File: config.mk
export PLATFORM = sky130hd
export DESIGN_NAME = acc_conv_ctrl
export DESIGN_NICKNAME = d
export VERILOG_FILES = /design/src/verilog/acc_pkg.sv /design/src/verilog/acc_seq_if.sv /design/src/verilog/acc_conv_ctrl.sv /design/src/verilog/acc_sar_seq.sv
export SDC_FILE = /design/constraint.sdc
export NUM_CORES = 1
export LEC_CHECK = 0
export BUFFER_PORTS_ARGS = -buffer_cell sky130_fd_sc_hd__buf_2
export CAP_MARGIN = 20
export CORE_MARGIN = 3
export CORE_UTILIZATION = 50
export DETAILED_ROUTE_END_ITERATION = 10
export GPL_TIMING_DRIVEN = 1
export PLACE_DENSITY = 0.82
export SLEW_MARGIN = 40
export SYNTH_ARGS = -nofsm -noshare
export SYNTH_HDL_FRONTEND = slang
export SYNTH_SLANG_ARGS = --single-unit
File: constraint.sdc
create_clock -name pclk -period 3.5 [get_ports pclk]
set_clock_uncertainty 0.1 [all_clocks]
set_input_delay 0.35 -clock pclk [delete_from_list [all_inputs] [get_ports pclk]]
set_output_delay 0.35 -clock pclk [all_outputs]
set_load 0.005 [all_outputs]
File: src/verilog/acc_pkg.sv
// Constants, register map and field layout of the conversion control block.
// Assumes a 32-bit APB register bus and an 8-bit successive approximation
// converter whose comparator and trial DAC sit outside this logic.
package acc_pkg;

    ////////////////////////////////////////////////////////////////////////
    // Register byte offsets.
    localparam logic [11:0] ACC_OFS_STATUS_CTRL = 12'h03c;
    localparam logic [11:0] ACC_OFS_RESULT      = 12'h040;
    localparam logic [11:0] ACC_OFS_CLOCK_SEL   = 12'h044;

    ////////////////////////////////////////////////////////////////////////
    // Field positions of the status/control and clock select registers.
    localparam int ACC_BIT_DONE_SEL = 7;
    localparam int ACC_BIT_IRQ_EN   = 6;
    localparam int ACC_BIT_CONT     = 5;
    localparam int ACC_CHAN_MSB     = 4;
    localparam int ACC_PRESC_MSB    = 7;
    localparam int ACC_PRESC_LSB    = 5;
    localparam int ACC_BIT_SRC      = 4;

    ////////////////////////////////////////////////////////////////////////
    // Reset values.
    localparam logic [7:0] ACC_RST_STATUS_CTRL = 8'h1f;
    localparam logic [7:0] ACC_RST_RESULT      = 8'h00;
    localparam logic [2:0] ACC_RST_PRESCALE    = 3'h0;
    localparam logic       ACC_RST_SRC         = 1'b0;

    ////////////////////////////////////////////////////////////////////////
    // Channel codes.
    localparam logic [4:0] ACC_CHAN_EXT_LAST = 5'h05;
    localparam logic [4:0] ACC_CHAN_REF_HIGH = 5'h1d;
    localparam logic [4:0] ACC_CHAN_REF_LOW  = 5'h1e;
    localparam logic [4:0] ACC_CHAN_OFF      = 5'h1f;

    ////////////////////////////////////////////////////////////////////////
    // Conversion timing in conversion clock ticks; the total counts the sync tick too.
    localparam logic [3:0] ACC_SAMPLE_LAST = 4'h7;
    localparam logic [3:0] ACC_BIT_TOP     = 4'h7;
    localparam logic [4:0] ACC_CONV_TICKS  = 5'h11;

    typedef enum logic [1:0] {
        ACC_IDLE,
        ACC_SYNC,
        ACC_SAMPLE,
        ACC_CONVERT
    } acc_seq_state_e;

endpackage

File: src/verilog/acc_seq_if.sv
// Handshake between the register bank and the conversion sequencer.
// Both ends run on pclk; tick is a one-cycle conversion clock enable.
`timescale 1ns/1ps
`default_nettype none
interface acc_seq_if;
    logic       start;
    logic       abort;
    logic       tick;
    logic       busy;
    logic       done;
    logic [7:0] result;

    modport ctrl (output start, output abort, output tick,
                  input busy, input done, input result);
    modport seq (input start, input abort, input tick,
                 output busy, output done, output result);
endinterface
`default_nettype wire
File: src/verilog/acc_conv_ctrl.sv
// Register bank, clock prescaler and run control of the conversion block.
// Assumes an APB master on pclk; analog mux, comparator and DAC are outside.
//
// Chosen here: the APB slave port.
`timescale 1ns/1ps
`default_nettype none
module acc_conv_ctrl
    import acc_pkg::*;
(
    // Clock and reset.
    input  wire logic        pclk,
    input  wire logic        presetn,
    // APB slave.
    input  wire logic        psel,
    input  wire logic        penable,
    input  wire logic        pwrite,
    input  wire logic [11:0] paddr,
    input  wire logic [31:0] pwdata,
    input  wire logic [3:0]  pstrb,
    output logic [31:0]      prdata,
    output logic             pready,
    output logic             pslverr,
    // System.
    input  wire logic        osc_clk_tick,
    input  wire logic        stop_mode,
    // Service requests.
    output logic             cpu_irq,
    output logic             dma_req,
    // Analog converter.
    output logic [4:0]       mux_channel,
    output logic             conv_power_down,
    output logic             sample_hold,
    output logic [7:0]       dac_trial,
    input  wire logic        comp_high
);

    ////////////////////////////////////////////////////////////////////////
    // Decoding helpers.
    function automatic logic is_reserved(input logic [4:0] ch);
        is_reserved = (ch > ACC_CHAN_EXT_LAST) && (ch < ACC_CHAN_REF_HIGH);
    endfunction

    function automatic logic [3:0] presc_last(input logic [2:0] code);
        // Terminal count of the divider, one less than the ratio.
        case (code)
            3'h0:    presc_last = 4'h0;
            3'h1:    presc_last = 4'h1;
            3'h2:    presc_last = 4'h3;
            3'h3:    presc_last = 4'h7;
            default: presc_last = 4'hf;
        endcase
    endfunction

    acc_seq_if sq ();

    acc_sar_seq u_seq (
        .pclk        (pclk),
        .presetn     (presetn),
        .sq          (sq.seq),
        .comp_high   (comp_high),
        .sample_hold (sample_hold),
        .dac_trial   (dac_trial)
    );

    ////////////////////////////////////////////////////////////////////////
    // Bus decode. Zero wait states, so every access completes at once.
    logic access;
    logic hit_ctrl;
    logic hit_res;
    logic hit_clk;
    logic ctrl_wr;
    logic clk_wr;
    logic res_rd;

    assign access   = psel && penable;
    assign hit_ctrl = (paddr == ACC_OFS_STATUS_CTRL);
    assign hit_res  = (paddr == ACC_OFS_RESULT);
    assign hit_clk  = (paddr == ACC_OFS_CLOCK_SEL);
    assign ctrl_wr  = access && pwrite && hit_ctrl && pstrb[0];
    assign clk_wr   = access && pwrite && hit_clk && pstrb[0];
    assign res_rd   = access && !pwrite && hit_res;
    assign pready   = 1'b1;
    assign pslverr  = access && !(hit_ctrl || hit_res || hit_clk);

    ////////////////////////////////////////////////////////////////////////
    // Status/control and clock select registers.
    logic       done_sel_q, done_sel_d;
    logic       irq_en_q, irq_en_d;
    logic       cont_q, cont_d;
    logic [4:0] chan_q, chan_d;
    logic [2:0] presc_q, presc_d;
    logic       src_q, src_d;
    logic       first_q, first_d;
    logic       pend_q, pend_d;
    logic       run_q, run_d;
    logic [7:0] result_q, result_d;
    logic       conv_end;
    logic       set_done;

    assign conv_end = sq.done;
    // In continuous mode the flag marks only the first result after a write.
    assign set_done = conv_end && !irq_en_q && (!cont_q || !first_q);

    always_comb begin
        done_sel_d = done_sel_q;
        irq_en_d   = irq_en_q;
        cont_d     = cont_q;
        chan_d     = chan_q;
        presc_d    = presc_q;
        src_d      = src_q;
        first_d    = first_q;
        pend_d     = pend_q;
        run_d      = run_q;
        result_d   = result_q;
        if (ctrl_wr) begin
            irq_en_d = pwdata[ACC_BIT_IRQ_EN];
            cont_d   = pwdata[ACC_BIT_CONT];
            chan_d   = pwdata[ACC_CHAN_MSB:0];
            first_d  = 1'b0;
            // Power-off code leaves nothing to run.
            run_d    = (pwdata[ACC_CHAN_MSB:0] != ACC_CHAN_OFF);
            if (pwdata[ACC_BIT_IRQ_EN]) begin
                done_sel_d = pwdata[ACC_BIT_DONE_SEL];
            end else begin
                done_sel_d = set_done;
            end
        end else begin
            if (set_done) begin
                done_sel_d = 1'b1;
            end else if (res_rd && !irq_en_q) begin
                done_sel_d = 1'b0;
            end
            if (conv_end && !cont_q) begin
                run_d = 1'b0;
            end
        end
        if (conv_end) begin
            first_d = 1'b1;
            // Reserved inputs give a defined zero; new data always wins.
            result_d = is_reserved(chan_q) ? 8'h00 : sq.result;
        end
        // A completion in the clearing cycle keeps the request.
        if (conv_end && irq_en_q) begin
            pend_d = 1'b1;
        end else if (ctrl_wr || res_rd) begin
            pend_d = 1'b0;
        end
        if (clk_wr) begin
            presc_d = pwdata[ACC_PRESC_MSB:ACC_PRESC_LSB];
            src_d   = pwdata[ACC_BIT_SRC];
        end
    end

    always_ff @(posedge pclk or negedge presetn) begin
        if (!presetn) begin
            done_sel_q <= ACC_RST_STATUS_CTRL[ACC_BIT_DONE_SEL];
            irq_en_q   <= ACC_RST_STATUS_CTRL[ACC_BIT_IRQ_EN];
            cont_q     <= ACC_RST_STATUS_CTRL[ACC_BIT_CONT];
            chan_q     <= ACC_RST_STATUS_CTRL[ACC_CHAN_MSB:0];
            presc_q    <= ACC_RST_PRESCALE;
            src_q      <= ACC_RST_SRC;
            first_q    <= 1'b0;
            pend_q     <= 1'b0;
            run_q      <= 1'b0;
            result_q   <= ACC_RST_RESULT;
        end else begin
            done_sel_q <= done_sel_d;
            irq_en_q   <= irq_en_d;
            cont_q     <= cont_d;
            chan_q     <= chan_d;
            presc_q    <= presc_d;
            src_q      <= src_d;
            first_q    <= first_d;
            pend_q     <= pend_d;
            run_q      <= run_d;
            result_q   <= result_d;
        end
    end

    // A set select steers the request from cpu_irq to dma_req.
    assign cpu_irq = pend_q && irq_en_q && !done_sel_q;
    assign dma_req = pend_q && irq_en_q && done_sel_q;
    assign mux_channel     = chan_q;
    assign conv_power_down = (chan_q == ACC_CHAN_OFF);

    ////////////////////////////////////////////////////////////////////////
    // Conversion clock: the selected source divided by the prescaler.
    logic [3:0] div_q, div_d;
    logic       tick_q, tick_d;
    logic       src_tick;

    assign src_tick = src_q ? 1'b1 : osc_clk_tick;

    always_comb begin
        div_d  = div_q;
        tick_d = 1'b0;
        if (src_tick) begin
            if (div_q >= presc_last(presc_q)) begin
                div_d  = 4'h0;
                tick_d = 1'b1;
            end else begin
                div_d = div_q + 4'h1;
            end
        end
    end

    always_ff @(posedge pclk or negedge presetn) begin
        if (!presetn) begin
            div_q  <= 4'h0;
            tick_q <= 1'b0;
        end else begin
            div_q  <= div_d;
            tick_q <= tick_d;
        end
    end

    ////////////////////////////////////////////////////////////////////////
    // Run control. A write aborts any conversion in flight, so a result started after it
    // belongs to the channel last written; one completing in the write cycle itself does not.
    assign sq.tick  = tick_q;
    assign sq.abort = ctrl_wr || stop_mode || conv_power_down;
    // The completing cycle of a single conversion must not launch another.
    assign sq.start = run_q && !sq.busy && !sq.abort
                      && (cont_q || !conv_end);

    ////////////////////////////////////////////////////////////////////////
    // Read data, captured in the setup cycle.
    logic [31:0] prdata_q, prdata_d;

    always_comb begin
        prdata_d = prdata_q;
        if (psel && !penable && !pwrite) begin
            prdata_d = 32'h0000_0000;
            if (paddr == ACC_OFS_STATUS_CTRL) begin
                prdata_d[7:0] = {done_sel_q, irq_en_q, cont_q, chan_q};
            end else if (paddr == ACC_OFS_RESULT) begin
                prdata_d[7:0] = result_q;
            end else if (paddr == ACC_OFS_CLOCK_SEL) begin
                prdata_d[7:0] = {presc_q, src_q, 4'h0};
            end
        end
    end

    always_ff @(posedge pclk or negedge presetn) begin
        if (!presetn) begin
            prdata_q <= 32'h0000_0000;
        end else begin
            prdata_q <= prdata_d;
        end
    end

    assign prdata = prdata_q;

    ////////////////////////////////////////////////////////////////////////
    // Checks.
    a_done_cleared: assert property (@(posedge pclk) disable iff (!presetn)
        (res_rd && !irq_en_q && !conv_end && !ctrl_wr) |=> !done_sel_q)
        else $error("done flag survived a result read");

    a_irq_raised: assert property (@(posedge pclk) disable iff (!presetn)
        (conv_end && irq_en_q && !ctrl_wr) |=> (cpu_irq || dma_req))
        else $error("conversion end raised no request");

    a_irq_dropped: assert property (@(posedge pclk) disable iff (!presetn)
        ((ctrl_wr || res_rd) && !conv_end) |=> !cpu_irq && !dma_req)
        else $error("request not dropped after clearing access");

    a_result_loaded: assert property (@(posedge pclk) disable iff (!presetn)
        (conv_end && !is_reserved(chan_q))
        |=> result_q == $past(sq.result))
        else $error("result register missed a conversion");

    a_reserved_zero: assert property (@(posedge pclk) disable iff (!presetn)
        (conv_end && is_reserved(chan_q)) |=> result_q == 8'h00)
        else $error("reserved channel gave a non-zero result");

    a_off_no_start: assert property (@(posedge pclk) disable iff (!presetn)
        (conv_power_down || stop_mode) |-> !sq.start)
        else $error("conversion started while powered down or stopped");

    a_cont_restart: assert property (@(posedge pclk) disable iff (!presetn)
        (conv_end && cont_q && !sq.abort)
        |=> sq.busy)
        else $error("continuous mode did not restart");

    a_single_stops: assert property (@(posedge pclk) disable iff (!presetn)
        (conv_end && !cont_q && !ctrl_wr) |=> !run_q ##1 !sq.busy)
        else $error("single mode ran a second conversion");

    a_done_set: assert property (@(posedge pclk) disable iff (!presetn)
        (conv_end && !irq_en_q && !cont_q && !ctrl_wr)
        |=> done_sel_q)
        else $error("single conversion end left the done flag clear");

    a_sel_written: assert property (@(posedge pclk) disable iff (!presetn)
        (ctrl_wr && pwdata[ACC_BIT_IRQ_EN])
        |=> done_sel_q == $past(pwdata[ACC_BIT_DONE_SEL]))
        else $error("service select did not take the written value");

    // Cycles since the last conversion tick, and whether the divider has
    // run on the bus clock at a ratio of sixteen, untouched, since then.
    logic [3:0] gap_q, gap_d;
    logic       steady_q, steady_d;

    always_comb begin
        gap_d    = tick_q ? 4'h0 : gap_q + 4'h1;
        steady_d = tick_q ? (src_q && presc_q[2]) : steady_q;
        // Any clock select write restarts the watch, even to the same ratio.
        if (clk_wr) begin
            steady_d = 1'b0;
        end
    end

    always_ff @(posedge pclk or negedge presetn) begin
        if (!presetn) begin
            gap_q    <= 4'h0;
            steady_q <= 1'b0;
        end else begin
            gap_q    <= gap_d;
            steady_q <= steady_d;
        end
    end

    a_div16_tick: assert property (@(posedge pclk) disable iff (!presetn)
        (tick_q && steady_q) |-> gap_q == 4'hf)
        else $error("divide by sixteen ticked off its period");

endmodule
`default_nettype wire

File: src/verilog/acc_sar_seq.sv
// Successive approximation sequencer: sync, eight sample ticks, eight trials.
// Assumes comp_high is synchronous to pclk and settled by the next tick.
`timescale 1ns/1ps
`default_nettype none
module acc_sar_seq
    import acc_pkg::*;
(
    // Clock and reset.
    input  wire logic  pclk,
    input  wire logic  presetn,
    // Control side.
    acc_seq_if.seq     sq,
    // Converter side.
    input  wire logic  comp_high,
    output logic       sample_hold,
    output logic [7:0] dac_trial
);

    acc_seq_state_e state_q, state_d;
    logic [3:0]     step_q, step_d;
    logic [7:0]     trial_q, trial_d;
    logic           done_q, done_d;
    logic [7:0]     kept;

    ////////////////////////////////////////////////////////////////////////
    always_comb begin
        state_d = state_q;
        step_d  = step_q;
        trial_d = trial_q;
        done_d  = 1'b0;
        kept    = trial_q;
        case (state_q)
            ACC_IDLE: begin
                if (sq.start) begin
                    state_d = ACC_SYNC;
                end
            end
            ACC_SYNC: begin
                if (sq.tick) begin
                    state_d = ACC_SAMPLE;
                    step_d  = 4'h0;
                end
            end
            ACC_SAMPLE: begin
                if (sq.tick) begin
                    step_d = step_q + 4'h1;
                    if (step_q == ACC_SAMPLE_LAST) begin
                        state_d = ACC_CONVERT;
                        step_d  = ACC_BIT_TOP;
                        trial_d = 8'h80;
                    end
                end
            end
            ACC_CONVERT: begin
                if (sq.tick) begin
                    // A low comparator drops the bit under trial.
                    if (!comp_high) begin
                        kept[step_q[2:0]] = 1'b0;
                    end
                    if (step_q == 4'h0) begin
                        trial_d = kept;
                        done_d  = 1'b1;
                        state_d = ACC_IDLE;
                    end else begin
                        trial_d = kept;
                        trial_d[step_q[2:0] - 3'h1] = 1'b1;
                        step_d  = step_q - 4'h1;
                    end
                end
            end
            default: state_d = ACC_IDLE;
        endcase
        // Abort wins over every step, including a completing one.
        if (sq.abort) begin
            state_d = ACC_IDLE;
            done_d  = 1'b0;
        end
    end

    always_ff @(posedge pclk or negedge presetn) begin
        if (!presetn) begin
            state_q <= ACC_IDLE;
            step_q  <= 4'h0;
            trial_q <= 8'h00;
            done_q  <= 1'b0;
        end else begin
            state_q <= state_d;
            step_q  <= step_d;
            trial_q <= trial_d;
            done_q  <= done_d;
        end
    end

    assign sq.busy     = (state_q != ACC_IDLE);
    assign sq.done     = done_q;
    assign sq.result   = trial_q;
    assign sample_hold = (state_q == ACC_SAMPLE);
    assign dac_trial   = trial_q;

    ////////////////////////////////////////////////////////////////////////
    // Ticks seen since start; the sync tick plus sixteen make a conversion.
    logic [4:0] tick_cnt_q;
    always_ff @(posedge pclk or negedge presetn) begin
        if (!presetn) begin
            tick_cnt_q <= 5'h00;
        end else if (state_q == ACC_IDLE) begin
            tick_cnt_q <= 5'h00;
        end else if (sq.tick) begin
            tick_cnt_q <= tick_cnt_q + 5'h01;
        end
    end

    a_conv_tick_count: assert property (@(posedge pclk) disable iff (!presetn)
        done_d |-> (tick_cnt_q + 5'h01) == ACC_CONV_TICKS)
        else $error("conversion did not take seventeen ticks from start");

    a_abort_to_idle: assert property (@(posedge pclk) disable iff (!presetn)
        sq.abort |=> !sq.busy && !sq.done)
        else $error("abort did not return the sequencer to idle");

endmodule
`default_nettype wire

* Word level (Yosys, flattened, before mapping) *
Cells that the tools add are included.
W data, S select, Z words.

operators by class
  add/subtract/negate cells = 4
  magnitude comparators = 7
  equal/unequal tests = 23
  mux-type cells = 50
  bitwise gates (word level) = 3
  reductions and logical operators = 55

operators with widths
  operator               count
  $mux W8                11
  $mux W4                7
  $logic_and A1 B1 Y1    25
  $eq A12 B7 Y1 const B  2
  $mux W1                19
  $pmux W4 S4            1
  $pmux W8 S2            1
  $mux W2                7
  $eq A12 B6 Y1 const B  1
  $pmux W4 S3            1
  $logic_not A1 Y1       10
  $reduce_bool A2 Y1     5
  $ne A3 B3 Y1 const B   3
  $add A4 B1 Y4 const B  2
  $and A8 B8 Y8          1
  $lt A3 B4 Y1 const B   2
  $not A8 Y8             1
  $or A8 B8 Y8           1
  $pmux W2 S4            1
  $logic_or A1 B1 Y1     7
  $demux W1 S3           2
  $eq A3 B2 Y1 const B   2
  $ge A3 B1 Y1 const B   2
  $ne A2 B2 Y1 const B   3
  21 further kinds       25

word-level totals
  register bits = 51
  input bits = 56
  word-level logic and storage cells = 159

* Longest topological paths before layout *
Gate-level depths: netlist of the first run.

  depth in word-level cells = 13
  mapped depth = 7

* By module *
A second synthesis of the first run with hierarchy kept.

unflattened totals
  cells, all modules = 323
  area total of the unflattened synthesis = 3234.4 um^2

modules (own cells, without submodules)
  module         times used  cells each  area an instance (um^2)  seq. area each (um^2)
  acc_conv_ctrl  1           197         2050.7                   907.1
  acc_sar_seq    1           126         1183.6                   375.4

* Worst setup path after synthesis of the first run *
No wires, ideal clock.

  path kind = reg2reg
  start point = reg presc_q[1]
  end point = reg div_q[2]
  setup time = 0.116 ns
  data arrival time = 2.021 ns
  required time = 3.284 ns
  slack = 1.264 ns
  cell stages (with the launch flop) = 7
  path buffers = 0
  cell sequence = dfrtp_1 or3_1 ha_1 nand2b_1 a2111oi_2 nor2_1 o311ai_0

between the ends
  word-level cells in the longest chain between the ends = 5
  elaborated cells on any way between the ends = 8

RTL lines
  item                                        line                  text
  start, declared                             acc_conv_ctrl.sv:91   logic [2:0] presc_q, presc_d;
  start signal, assigned                      acc_conv_ctrl.sv:171  presc_q <= presc_d;
  $eq A3 B2 Y1, or another cell as far along  acc_conv_ctrl.sv:45   case (code)
  $pmux W4 S4 (*)                             acc_conv_ctrl.sv:45
  $mux W4 (*)                                 acc_conv_ctrl.sv:197  if (src_tick) begin
  $ge A4 B4 Y1 (*)                            acc_conv_ctrl.sv:198  if (div_q >= presc_last(presc_q)) begin
  $mux W4 (*)                                 acc_conv_ctrl.sv:198
  end signal, assigned                        acc_conv_ctrl.sv:212  div_q <= div_d;
  end, declared                               acc_conv_ctrl.sv:188  logic [3:0] div_q, div_d;

Every way passes the cells marked *; elsewhere a longest branch is shown, timed or not. The select of a mux whose other input is x is not followed.
A chain may end at the register's enable or synchronous reset.

* Worst setup path in the final report of the first run *
Ends and elaborated chain as after synthesis.

==> reports/results.txt, run 1 <==
Grt ovf: 0
Kind of start point of the critical path: flop
Number of DRC markers in iteration 0: 136
Antenna-violating nets left: 0
Final hold violation count: 0
Power density over the cells: 439 nW/um^2
Type of the worst setup path: flop to flop
DRC: 0
Final critical-path setup slack: 0.964 ns
Count of flip-flops with a built-in enable after synthesis: 0
Worst Path Arrival: 2.63 ns
Max_cap viols: 0
Count of instances resized after the clock tree is built: 0
Insertion delay to the later sink of the worst-skew pair: 0.31 ns
Total number of vias: 2496
Final Max Tran Viols: 0
Run status: finished clean
Number of global-route vias before repair: 2428
H-Tree Depth: 2
Top cells by area in the synthesized netlist: dfrtp_1 38%, buf_4 6.2%, ha_1 4.5%, dfstp_2 4.3%, mux2_2 4.1%
Share of async-settable or async-resettable flops after synthesis: 100%
Fmax: 394 MHz
Clock-pin transition on the worst setup and hold timing paths: 0.11 ns
Share of layout cells above drive strength 1: 27.2%
Via-to-Cell Ratio: 5.82
Worst EP required: 3.59 ns
Share of synthesized area spent on multiplexers: 5.42%
Net count, final: 423
Area growth, synth to finish: 12.0%
Library cell occupying the most area in the post-synthesis netlist: dfrtp_1
Unrepaired setup endpoints after global routing: no
Adder-cell area share of the yosys netlist: 4.55%
Ranking of synthesized cells by instance count: 46 x dfrtp_1, 25 x buf_4, 23 x nand2_1, 21 x nor2_1, 13 x o21ai_0
Cell with the most instances after synthesis: dfrtp_1
Per-instance average area after synthesis: 10.1 sq um
Maximum VDD drop: 315 uV
Tightest Hold Check Type: input pin to flop
GR Util All Layers: 19.5%
Number of unique standard cell types used by synthesis: 59
Critical path fanouts, max: 6
RD Place Congestion: 0.812
Effective utilization at floorplan: 53.3%
Overall die height: 83.8 microns
Worst slew margin relative to its limit: 57.8%
TritonRoute pass-1 iters: 5
Syn Inst Count: 301
Placed Instances: 420
Clock root cell: clkbuf_8
YS warnings: 0
Maximum number of pins on one net before global-route repair: 44
Final Instance Count excl. Fillers: 429
Total core area: 5680 sq um
Simple-gate share of the synthesized area: 18.2%
Min Clock Period, post-route: 2.54 ns
Share of the synthesized area in compound gates (AO/OA/AOI/OAI): 20.1%
Area fraction of the dominant cell type after synthesis: 38.0%
ANT cells: 0
TritonCTS clock tree: yes
Clock sink count: 51
Total power: 1.49 mW
Endpoint type of the worst setup path: flop
WL/cell: 15.9 microns
Most used flip-flop cell after synthesis: dfrtp_1
Std cell rows: 27
First-pass GRT wire length: 11.5 mm
Number of buffers created by CTS: 5
Accumulated negative setup slack: 0 ns
Setup repair bufs after CTS: 0
Share of synthesized area occupied by flip-flops and latches: 42.4%
Synthesis-stage register bit count: 51
Main combinational cell family by area after synthesis: compound AO/OA/AOI/OAI gates
Worst setup slack before clock tree synthesis: 0.975 ns
Slew at the pin closest to its max-slew limit: 0.632 ns
Post-synthesis xor/xnor area fraction: 0.289%
Hold bufs inserted after CTS: 1
Routed Wire Length: 6.83 mm
Detailed placement HPWL: 5.10 mm
Total standard cell area after synthesis: 3030 sq um
Endpoints failing setup: 0
Number of antenna violations at the first check in global routing: 0
Number of I/O pins: 107
Number of buffers inserted by port buffering: 54
Horizontal extent of the die: 83.8 microns
Static leakage: 1.59 nW
Final period utilization: 72.5%
Maximum buffer depth of the clock tree: 2
Worst slack on hold paths: 0.181 ns
Die Outline Area: 7020 sq um
final cells by class:
cell class              count  area [sq um]
clock buffers               5          68.8
clock inverters             3          26.3
fillers                   498          2290
inverters                  12          45.0
multi-input cells         228          1570
flip-flops and latches     51          1280
well taps                  72          90.1
repair buffers             58           305
metal layers:
metal / track usage, % / wire length (microns) / up-vias
li1: - / - / 1193
met1: 24.9 / 2970 / 1206
met2: 32.0 / 3240 / 82
met3: 5.33 / 453 / 15
met4: 6.73 / 172 / 0
met5: 0 / 0 / -
power by group:
group	internal, mW	total, mW	switching (mW)
combinational	0.166	0.426	0.259
sequential	0.635	0.699	0.0634
clock	0.148	0.363	0.215
total	0.949	1.49	0.538
sequential cells by signal (all words and copies together), names as in the netlist, 2 cells and up:
name and count:
prdata 8, result_q 8, u_seq.dac_trial 8, mux_channel 5, div_q 4, u_seq.step_q 4, presc_q 3, u_seq.state_q 2
cell families (layout without fill, tap and decap cells):
logic type                 after synthesis  in the layout
and+or+nand+nor                         97             97
AOI/OAI and AO/OA                       79             79
DFF                                     51             51
buffers and inverters                   45             78
muxes                                   15             15
adders and majority gates               11             11
other                                    2             25
xor gates and xnor gates                 1              1
critical path: stages (launching register included):
cell and delay (ns):
dfrtp_1 0.45, or3_1 0.40, ha_1 0.28, nand2b_1 0.15, a2111oi_2 0.64, nor2_1 0.10
o311ai_0 0.31
cells in the final DEF (no fill, tap or decap), types with 3 or more instances in the layout:
cell | Yosys | layout
inv_1 | 10 | 10
conb_1 | 2 | 25
dfstp_2 | 5 | 5
or2_2 | 3 | 3
a22o_1 | 10 | 10
a21oi_1 | 5 | 5
dfrtp_1 | 46 | 46
clkbuf_8 | 0 | 5
nand2_1 | 23 | 23
mux2i_1 | 4 | 4
nor2_1 | 21 | 21
nand3_1 | 7 | 7
nand2b_1 | 4 | 4
o21ai_0 | 13 | 13
ha_1 | 11 | 11
a21o_1 | 3 | 3
nand4_1 | 5 | 5
buf_2 | 2 | 53
o31ai_1 | 3 | 3
a211o_1 | 3 | 3
nor3_1 | 6 | 6
o211ai_1 | 6 | 6
or3_1 | 5 | 5
a221oi_1 | 5 | 5
a32o_1 | 5 | 5
a31oi_1 | 3 | 3
nor4_1 | 6 | 6
mux2_2 | 11 | 11
buf_4 | 25 | 4
path summary, 6_finish.rpt:
kind	end	startpoint	slack (ns)	cells past startpoint
max in group asynchronous	u_seq.sq.done$_DFF_PN0_	presetn	2.30	3
min in group asynchronous	u_seq.step_q[3]$_DFFE_PN0P_	presetn	0.46	2
worst max-delay path	div_q[2]$_DFFE_PN0N_	presc_q[1]$_DFFE_PN0P_	0.96	6
worst min register to register	first_q$_DFFE_PN0P_	first_q$_DFFE_PN0P_	0.41	1
worst max register to register	div_q[2]$_DFFE_PN0N_	presc_q[1]$_DFFE_PN0P_	0.96	6
worst min-delay path	mux_channel[1]$_DFFE_PN1P_	pwdata[1]	0.18	2
stage by stage:
stage	util (%)	area, sq um
after floorplan	-	3110
after global placement	57.7	3270
after detailed placement	57.8	3280
after CTS	59.7	3390
after global routing	59.7	3390
final	59.7	3390
(Power assumes the default switching activity.)
==> inputs of run 2 (changes only) <==
--- a/config.mk
+++ b/config.mk
@@ -8,10 +8,10 @@
 export BUFFER_PORTS_ARGS = -buffer_cell sky130_fd_sc_hd__buf_2
 export CAP_MARGIN = 20
 export CORE_MARGIN = 3
-export CORE_UTILIZATION = 50
+export CORE_UTILIZATION = 45
 export DETAILED_ROUTE_END_ITERATION = 10
 export GPL_TIMING_DRIVEN = 1
-export PLACE_DENSITY = 0.82
+export PLACE_DENSITY = 0.78
 export SLEW_MARGIN = 40
 export SYNTH_ARGS = -nofsm -noshare
 export SYNTH_HDL_FRONTEND = slang
==> constraint.sdc (replaced) <==
create_clock -name pclk -period 2.1 [get_ports pclk]
set_clock_uncertainty 0.1 [all_clocks]
set_input_delay 0.21 -clock pclk [delete_from_list [all_inputs] [get_ports pclk]]
set_output_delay 0.21 -clock pclk [all_outputs]
set_load 0.005 [all_outputs]
==> run 2 against run 1 <==
  * Maximum frequency grew 24%
  * Cell area up 7.8%
  * First-iteration DRC count decreased by 23%
  * Critical path type unchanged
==> reports/results.txt, run 2 (same netlist as run 1, synthesis figures left out) <==
Run status: finished clean
Final Max Tran Viols: 0 (unchanged)
Fillers: 552 (+11%)
Max_cap viols: 0 (unchanged)
H-Tree Depth: 2 (unchanged)
WL/cell: 16.0 microns (+0.27%)
Beginning of the worst register-to-register path: presc_q[1]$_DFFE_PN0P_
Type of the worst setup path: flop to flop
Overall die height: 88.0 microns (+5.0%)
Fmax: 490 MHz (+24%)
Clock root cell: clkbuf_8
Maximum VDD drop: 444 uV (+41%)
Routed Wire Length: 7.28 mm (+6.6%)
Tightest Hold Check Type: input pin to flop
Leading cell types in the layout, fill and taps excluded: 54 x buf_2, 46 x dfrtp_1, 25 x conb_1, 24 x buf_4, 23 x nand2_1
Power density over the cells: 732 nW/um^2 (+67%)
GR Util All Layers: 18.7% (-0.88 points)
Share of layout cells above drive strength 1: 33.5% (+6.3 points)
Maximum number of pins on one net before global-route repair: 29 (-34%)
Launch point of the worst path: presc_q[1]$_DFFE_PN0P_
Total power: 2.67 mW (+80%)
Std cell rows: 29 (+7.4%)
Net count, final: 445 (+5.2%)
TritonRoute pass-1 iters: 4 (-1)
Worst reg-to-reg setup slack: 0.06 ns (-0.91 ns)
Worst EP required: 2.22 ns (-1.37 ns)
Share of the core filled with cells in the final layout: 56.9% (-2.8 points)
Static leakage: 1.72 nW (+8.4%)
Setup crit end: div_q[2]$_DFFE_PN0N_
Number of antenna violations at the first check in global routing: 0 (unchanged)
Die Outline Area: 7740 sq um (+10%)
Final period utilization: 97.2% (+25 points)
Via-to-Cell Ratio: 5.74 (-1.4%)
Clock-pin transition on the worst setup and hold timing paths: 0.11 ns (about the same)
ANT cells: 0 (unchanged)
Area growth, synth to finish: 20.7%
Grt ovf: 0 (unchanged)
Total number of vias: 2617 (+4.8%)
DRC: 0 (unchanged)
RD Place Congestion: 0.855 (+5.3%)
Number of global-route vias before repair: 2324 (-4.3%)
Slew at the pin closest to its max-slew limit: 0.586 ns (-0.0451 ns)
Clock sink count: 51 (unchanged)
Number of I/O pins: 107 (unchanged)
Endpoint type of the worst setup path: flop
Min Clock Period, post-route: 2.04 ns (-0.495 ns)
Detailed placement HPWL: 5.41 mm (+6.0%)
Depth of the worst register-to-register path: 7 (+1)
Number of buffers inserted by port buffering: 54 (unchanged)
Number of buffers created by CTS: 5 (unchanged)
Most common cell after layout, fill and taps aside: buf_2
Worst Path Arrival: 2.16 ns (-0.47 ns)
Antenna-violating nets left: 0 (unchanged)
Final hold violation count: 0 (unchanged)
Storage element area: 1280 sq um (unchanged)
Total core area: 6420 sq um (+13%)
Effective utilization at floorplan: 47.1% (-6.2 points)
Horizontal extent of the die: 88.0 microns (+5.0%)
Critical path fanouts, max: 4 (-2)
TritonCTS clock tree: yes
Kind of start point of the critical path: flop
Worst slew margin relative to its limit: 60.9% (+3.1 points)
Unrepaired setup endpoints after global routing: yes
Reg2reg end: div_q[2]$_DFFE_PN0N_
First-pass GRT wire length: 11.4 mm (-0.96%)
Maximum buffer depth of the clock tree: 2 (unchanged)
Endpoints failing setup: 0 (unchanged)
Number of DRC markers in iteration 0: 105 (-23%)
Insertion delay to the later sink of the worst-skew pair: 0.32 ns (about the same)
Multi-input logic area: 1650 sq um (+5.2%)
[run 2: report_power, final]
part	leakage, nW	internal [mW]	switching (mW)
clock	0.0502	0.248	0.378
combinational	1.02	0.382	0.547
sequential	0.652	1.06	0.0584
[run 2: worst min-delay path by stage]
stage	from	end	cells past startpoint
5_1_grt	pwdata[1]	mux_channel[1]$_DFFE_PN1P_	2
3_3_place_gp	presetn	u_seq.step_q[3]$_DFFE_PN0P_	1
2_1_floorplan	presetn	cont_q$_DFFE_PN0P_	0
6_report	pwdata[1]	mux_channel[1]$_DFFE_PN1P_	2
3_5_place_dp	presetn	u_seq.step_q[3]$_DFFE_PN0P_	1
4_1_cts	pwdata[1]	mux_channel[1]$_DFFE_PN1P_	2
[run 2: area by class of cell]
| cell class | count | share of cell area (%) |
|---|---|---|
| Clock buffer | 5 | 1.88 |
| Clock inverter | 3 | 0.788 |
| Inverter | 12 | 1.23 |
| Multi-Input combinational cell | 228 | 45.2 |
| Sequential cell | 51 | 35.1 |
| Tap cell | 77 | 2.64 |
| Timing Repair Buffer | 80 | 13.2 |
[run 2: routing by layer]
| layer | up-vias | global-route usage [%] | part of all wire [%] |
|---|---|---|---|
| li1 | 1237 | - | - |
| met1 | 1255 | 25.6 | 43 |
| met2 | 115 | 30.3 | 49 |
| met3 | 10 | 3.48 | 6.5 |
| met4 | 0 | 5.16 | 1.4 |
| met5 | - | 0 | 0 |
[run 2: repair_timing]
action | in CTS | in global routing
gates cloned | 0 | 0
resized for setup | 10 | 7
endpoints found under the setup margin | 4 | 10
hold buffers | 1 | 0
pin swaps | 9 | 7
buffers inserted | 1 | 2
endpoints found under the hold margin | 23 | 0
[run 2: per-stage QoR]
| stage | std cells | setup TNS (ns) | hold WS [ns] | area, sq um | setup WS (ns) |
|---|---|---|---|---|---|
| after CTS | 454 | -0.216 | 0.0279 | 3590 | -0.0893 |
| final | 456 | 0 | 0.0339 | 3650 | 0.0582 |
| after detailed placement | 444 | -0.389 | 0.140 | 3450 | -0.0899 |
| after global routing | 456 | -0.154 | 0.0343 | 3650 | -0.0985 |
| after floorplan | 324 | -0.00257 | -0.186 | 3130 | -0.00257 |
| after global placement | 444 | -0.187 | 0.139 | 3450 | -0.0485 |
[run 2: worst max-delay path, stage by stage, from the launching register on]
cell       delay (ns)
dfrtp_1          0.39
or3_4            0.40
ha_4             0.21
nand2b_4         0.14
a2111oi_4        0.37
buf_4            0.20
o21ai_2          0.05
o311ai_1         0.08
==> inputs of run 3 (changes only) <==
--- a/config.mk
+++ b/config.mk
@@ -12,7 +12,7 @@
 export DETAILED_ROUTE_END_ITERATION = 10
 export GPL_TIMING_DRIVEN = 1
 export PLACE_DENSITY = 0.78
-export SLEW_MARGIN = 40
+export SLEW_MARGIN = 10
 export SYNTH_ARGS = -nofsm -noshare
 export SYNTH_HDL_FRONTEND = slang
 export SYNTH_SLANG_ARGS = --single-unit
==> constraint.sdc (replaced) <==
create_clock -name pclk -period 2.1 [get_ports pclk]
set_clock_uncertainty 0.1 [all_clocks]
set_input_delay 0.42 -clock pclk [delete_from_list [all_inputs] [get_ports pclk]]
set_output_delay 0.42 -clock pclk [all_outputs]
set_load 0.005 [all_outputs]
==> run 3 against run 2 <==
  * The run now ends with negative setup slack left
  * Critical endpoint unchanged
  * Flip-flop and latch count did not move
  * Die area did not move
  * Clock-buffer cell count did not move
  * Critical path depth did not move
  * Core utilization fell by 0.23 points
  * Via count fell by 1.5%
  * Non-clock buffer count rose by 3
  * Sequential power barely moved
  * Highest routed layer unchanged
==> reports/results.txt, run 3 (same netlist as run 1, synthesis figures left out) <==
Endpoints failing setup: 2 (+2)
Slew at the pin closest to its max-slew limit: 0.619 ns (+0.0331 ns)
First-pass GRT wire length: 11.3 mm (-0.67%)
Max stage delay cell, worst path: dfrtp_1
Worst EP required: 2.21 ns (about the same)
Most common cell after layout, fill and taps aside: buf_2
Final critical-path setup slack: -0.00809 ns (-0.0662 ns)
Horizontal extent of the die: 88.0 microns (unchanged)
Antenna-violating nets left: 0 (unchanged)
Type of the worst setup path: flop to flop
Final period utilization: 100% (+3.2 points)
Final hold violation count: 0 (unchanged)
Total core area: 6420 sq um (unchanged)
Number of buffers created by CTS: 5 (unchanged)
Combinational share of power: 34.5% (-0.3 points)
Number of buffers inserted by port buffering: 54 (unchanged)
Number of antenna violations at the first check in global routing: 0 (unchanged)
Clock sink count: 51 (unchanged)
Total power: 2.63 mW (-1.4%)
Effective utilization at floorplan: 47.1% (unchanged)
Std cell rows: 29 (unchanged)
Area growth, synth to finish: 20.2%
Maximum number of pins on one net before global-route repair: 19 (-34%)
DRC: 0 (unchanged)
Endpoint type of the worst setup path: flop
Clock-pin transition on the worst setup and hold timing paths: 0.10 ns (about the same)
Worst Path Arrival: 2.22 ns (+0.06 ns)
TritonRoute pass-1 iters: 4 (unchanged)
Beginning of the worst register-to-register path: presc_q[2]$_DFFE_PN0P_
Part of the total power dissipated in sequential elements: 42.5% (+0.7 points)
H-Tree Depth: 2 (unchanged)
GR Util All Layers: 18.3% (-0.36 points)
CP top delay family: simple AND/OR/NAND/NOR gates
Worst slew margin relative to its limit: 58.7% (-2.2 points)
Via-to-Cell Ratio: 5.61 (-2.2%)
Number of global-route vias before repair: 2456 (+5.7%)
Fmax: 474 MHz (-3.1%)
Routed Wire Length: 7.17 mm (-1.5%)
Insertion delay to the later sink of the worst-skew pair: 0.31 ns (about the same)
Run status: finished with violations
Share of layout cells above drive strength 1: 33.5% (about the same)
WL/cell: 15.6 microns (-2.1%)
Number of DRC markers in iteration 0: 96 (-8.6%)
Number of buffer and inverter stages on the critical path: 1 (unchanged)
Final Max Tran Viols: 0 (unchanged)
Launch point of the worst path: presc_q[2]$_DFFE_PN0P_
Cell Chain, Critical Path: or3_1 > ha_1 > nand2b_4 > a2111oi_4 > buf_4 > o21ai_2 > o311ai_1
RD Place Congestion: 0.849 (-0.61%)
Critical path fanouts, max: 4 (unchanged)
Power density over the cells: 724 nW/um^2 (-1.0%)
Tightest Hold Check Type: input pin to flop
Share of the core filled with cells in the final layout: 56.6% (-0.23 points)
Clock root cell: clkbuf_8
Static leakage: 1.72 nW (+0.19%)
Detailed placement HPWL: 5.52 mm (+2.0%)
Overall die height: 88.0 microns (unchanged)
Number of I/O pins: 107 (unchanged)
Kind of start point of the critical path: flop
Failing checks: negative setup slack
Net count, final: 448 (+0.67%)
Unrepaired setup endpoints after global routing: yes
Share of total power consumed by net switching: 36.1% (-0.64 points)
Internal power consumption: 1.68 mW (-0.44%)
Grt ovf: 0 (unchanged)
Total number of vias: 2577 (-1.5%)
Die Outline Area: 7740 sq um (unchanged)
ANT cells: 0 (unchanged)
Maximum VDD drop: 444 uV (about the same)
Total net switching power: 0.952 mW (-3.2%)
TritonCTS clock tree: yes
Power share of the clock group: 23.0% (-0.4 points)
Hold path startpoint: pwdata[1]
Min Clock Period, post-route: 2.11 ns (+0.0662 ns)
Leading cell types in the layout, fill and taps excluded: 54 x buf_2, 46 x dfrtp_1, 28 x buf_4, 25 x conb_1, 23 x nand2_1
Delay of the slowest cell on the worst path: 0.39 ns (about the same)
Maximum buffer depth of the clock tree: 2 (unchanged)
Max_cap viols: 0 (unchanged)
==> run 3: cell types whose count changed in the layout (fill, tap and decap cells not counted), sizes merged <==
cell  change
buf       +3
==> run 3: per-layer routing <==
| metal | track usage (%) | up-vias | part of all wire, % |
|---|---|---|---|
| li1 | - | 1245 | - |
| met1 | 22.9 | 1235 | 43 |
| met2 | 31.8 | 89 | 50 |
| met3 | 4.05 | 8 | 5.8 |
| met4 | 5.02 | 0 | 0.92 |
| met5 | 0 | - | 0 |
==> run 3: area by class of cell <==
cell class                      instances  area, sq um
Multi-Input combinational cell        228         1630
Inverter                               12         45.0
Clock buffer                            5         68.8
Clock inverter                          3         28.8
Fill cell                             566         2790
Sequential cell                        51         1280
Timing Repair Buffer                   83          490
Tap cell                               77         96.3
==> run 3: stage by stage <==
step / setup slack (ns) / std cells / cell area [sq um] / setup TNS [ns] / hold slack, ns
floorplan: -0.110 / 324 / 3130 / -0.569 / 0.0244
global placement: -0.239 / 449 / 3480 / -3.05 / 0.274
detailed placement: -0.246 / 449 / 3480 / -3.34 / 0.278
CTS: -0.0547 / 458 / 3600 / -0.128 / 0.248
global route: -0.114 / 459 / 3640 / -0.454 / 0.244
finish: -0.00809 / 459 / 3640 / -0.0113 / 0.249
==> run 3: power groups by stage <==
| stage | sequential (mW) | clock (mW) | combinational, mW |
|---|---|---|---|
| detailed placement | 1.14 | 0 | 0.861 |
| CTS | 1.12 | 0.617 | 0.873 |
| global placement | 1.13 | 0 | 0.836 |
| finish | 1.12 | 0.606 | 0.910 |
| global route | 1.13 | 0.668 | 1.01 |
| floorplan | 1.15 | 0 | 0.538 |
==> run 3: worst paths after layout <==
kind / to / slack [ns] / depth (start not counted)
setup / recovery: div_q[2]$_DFFE_PN0N_ / -0.008 / 7
hold / removal: mux_channel[1]$_DFFE_PN1P_ / 0.25 / 2
setup reg to reg: div_q[2]$_DFFE_PN0N_ / -0.008 / 7
hold reg to reg: prdata[2]$_DFFE_PN0P_ / 0.42 / 2
max in group asynchronous: mux_channel[3]$_DFFE_PN1P_ / 0.79 / 3
min in group asynchronous: u_seq.dac_trial[1]$_DFFE_PN0P_ / 0.46 / 2
==> run 3: repair_timing <==
action                                  4_1_cts  5_1_grt
buffers inserted                              0        1
hold endpoints to repair                     16        0
gates resized for setup                       5        8
hold buffers                                  1        0
pin swaps                                     3        7
endpoints found under the setup margin        5        9
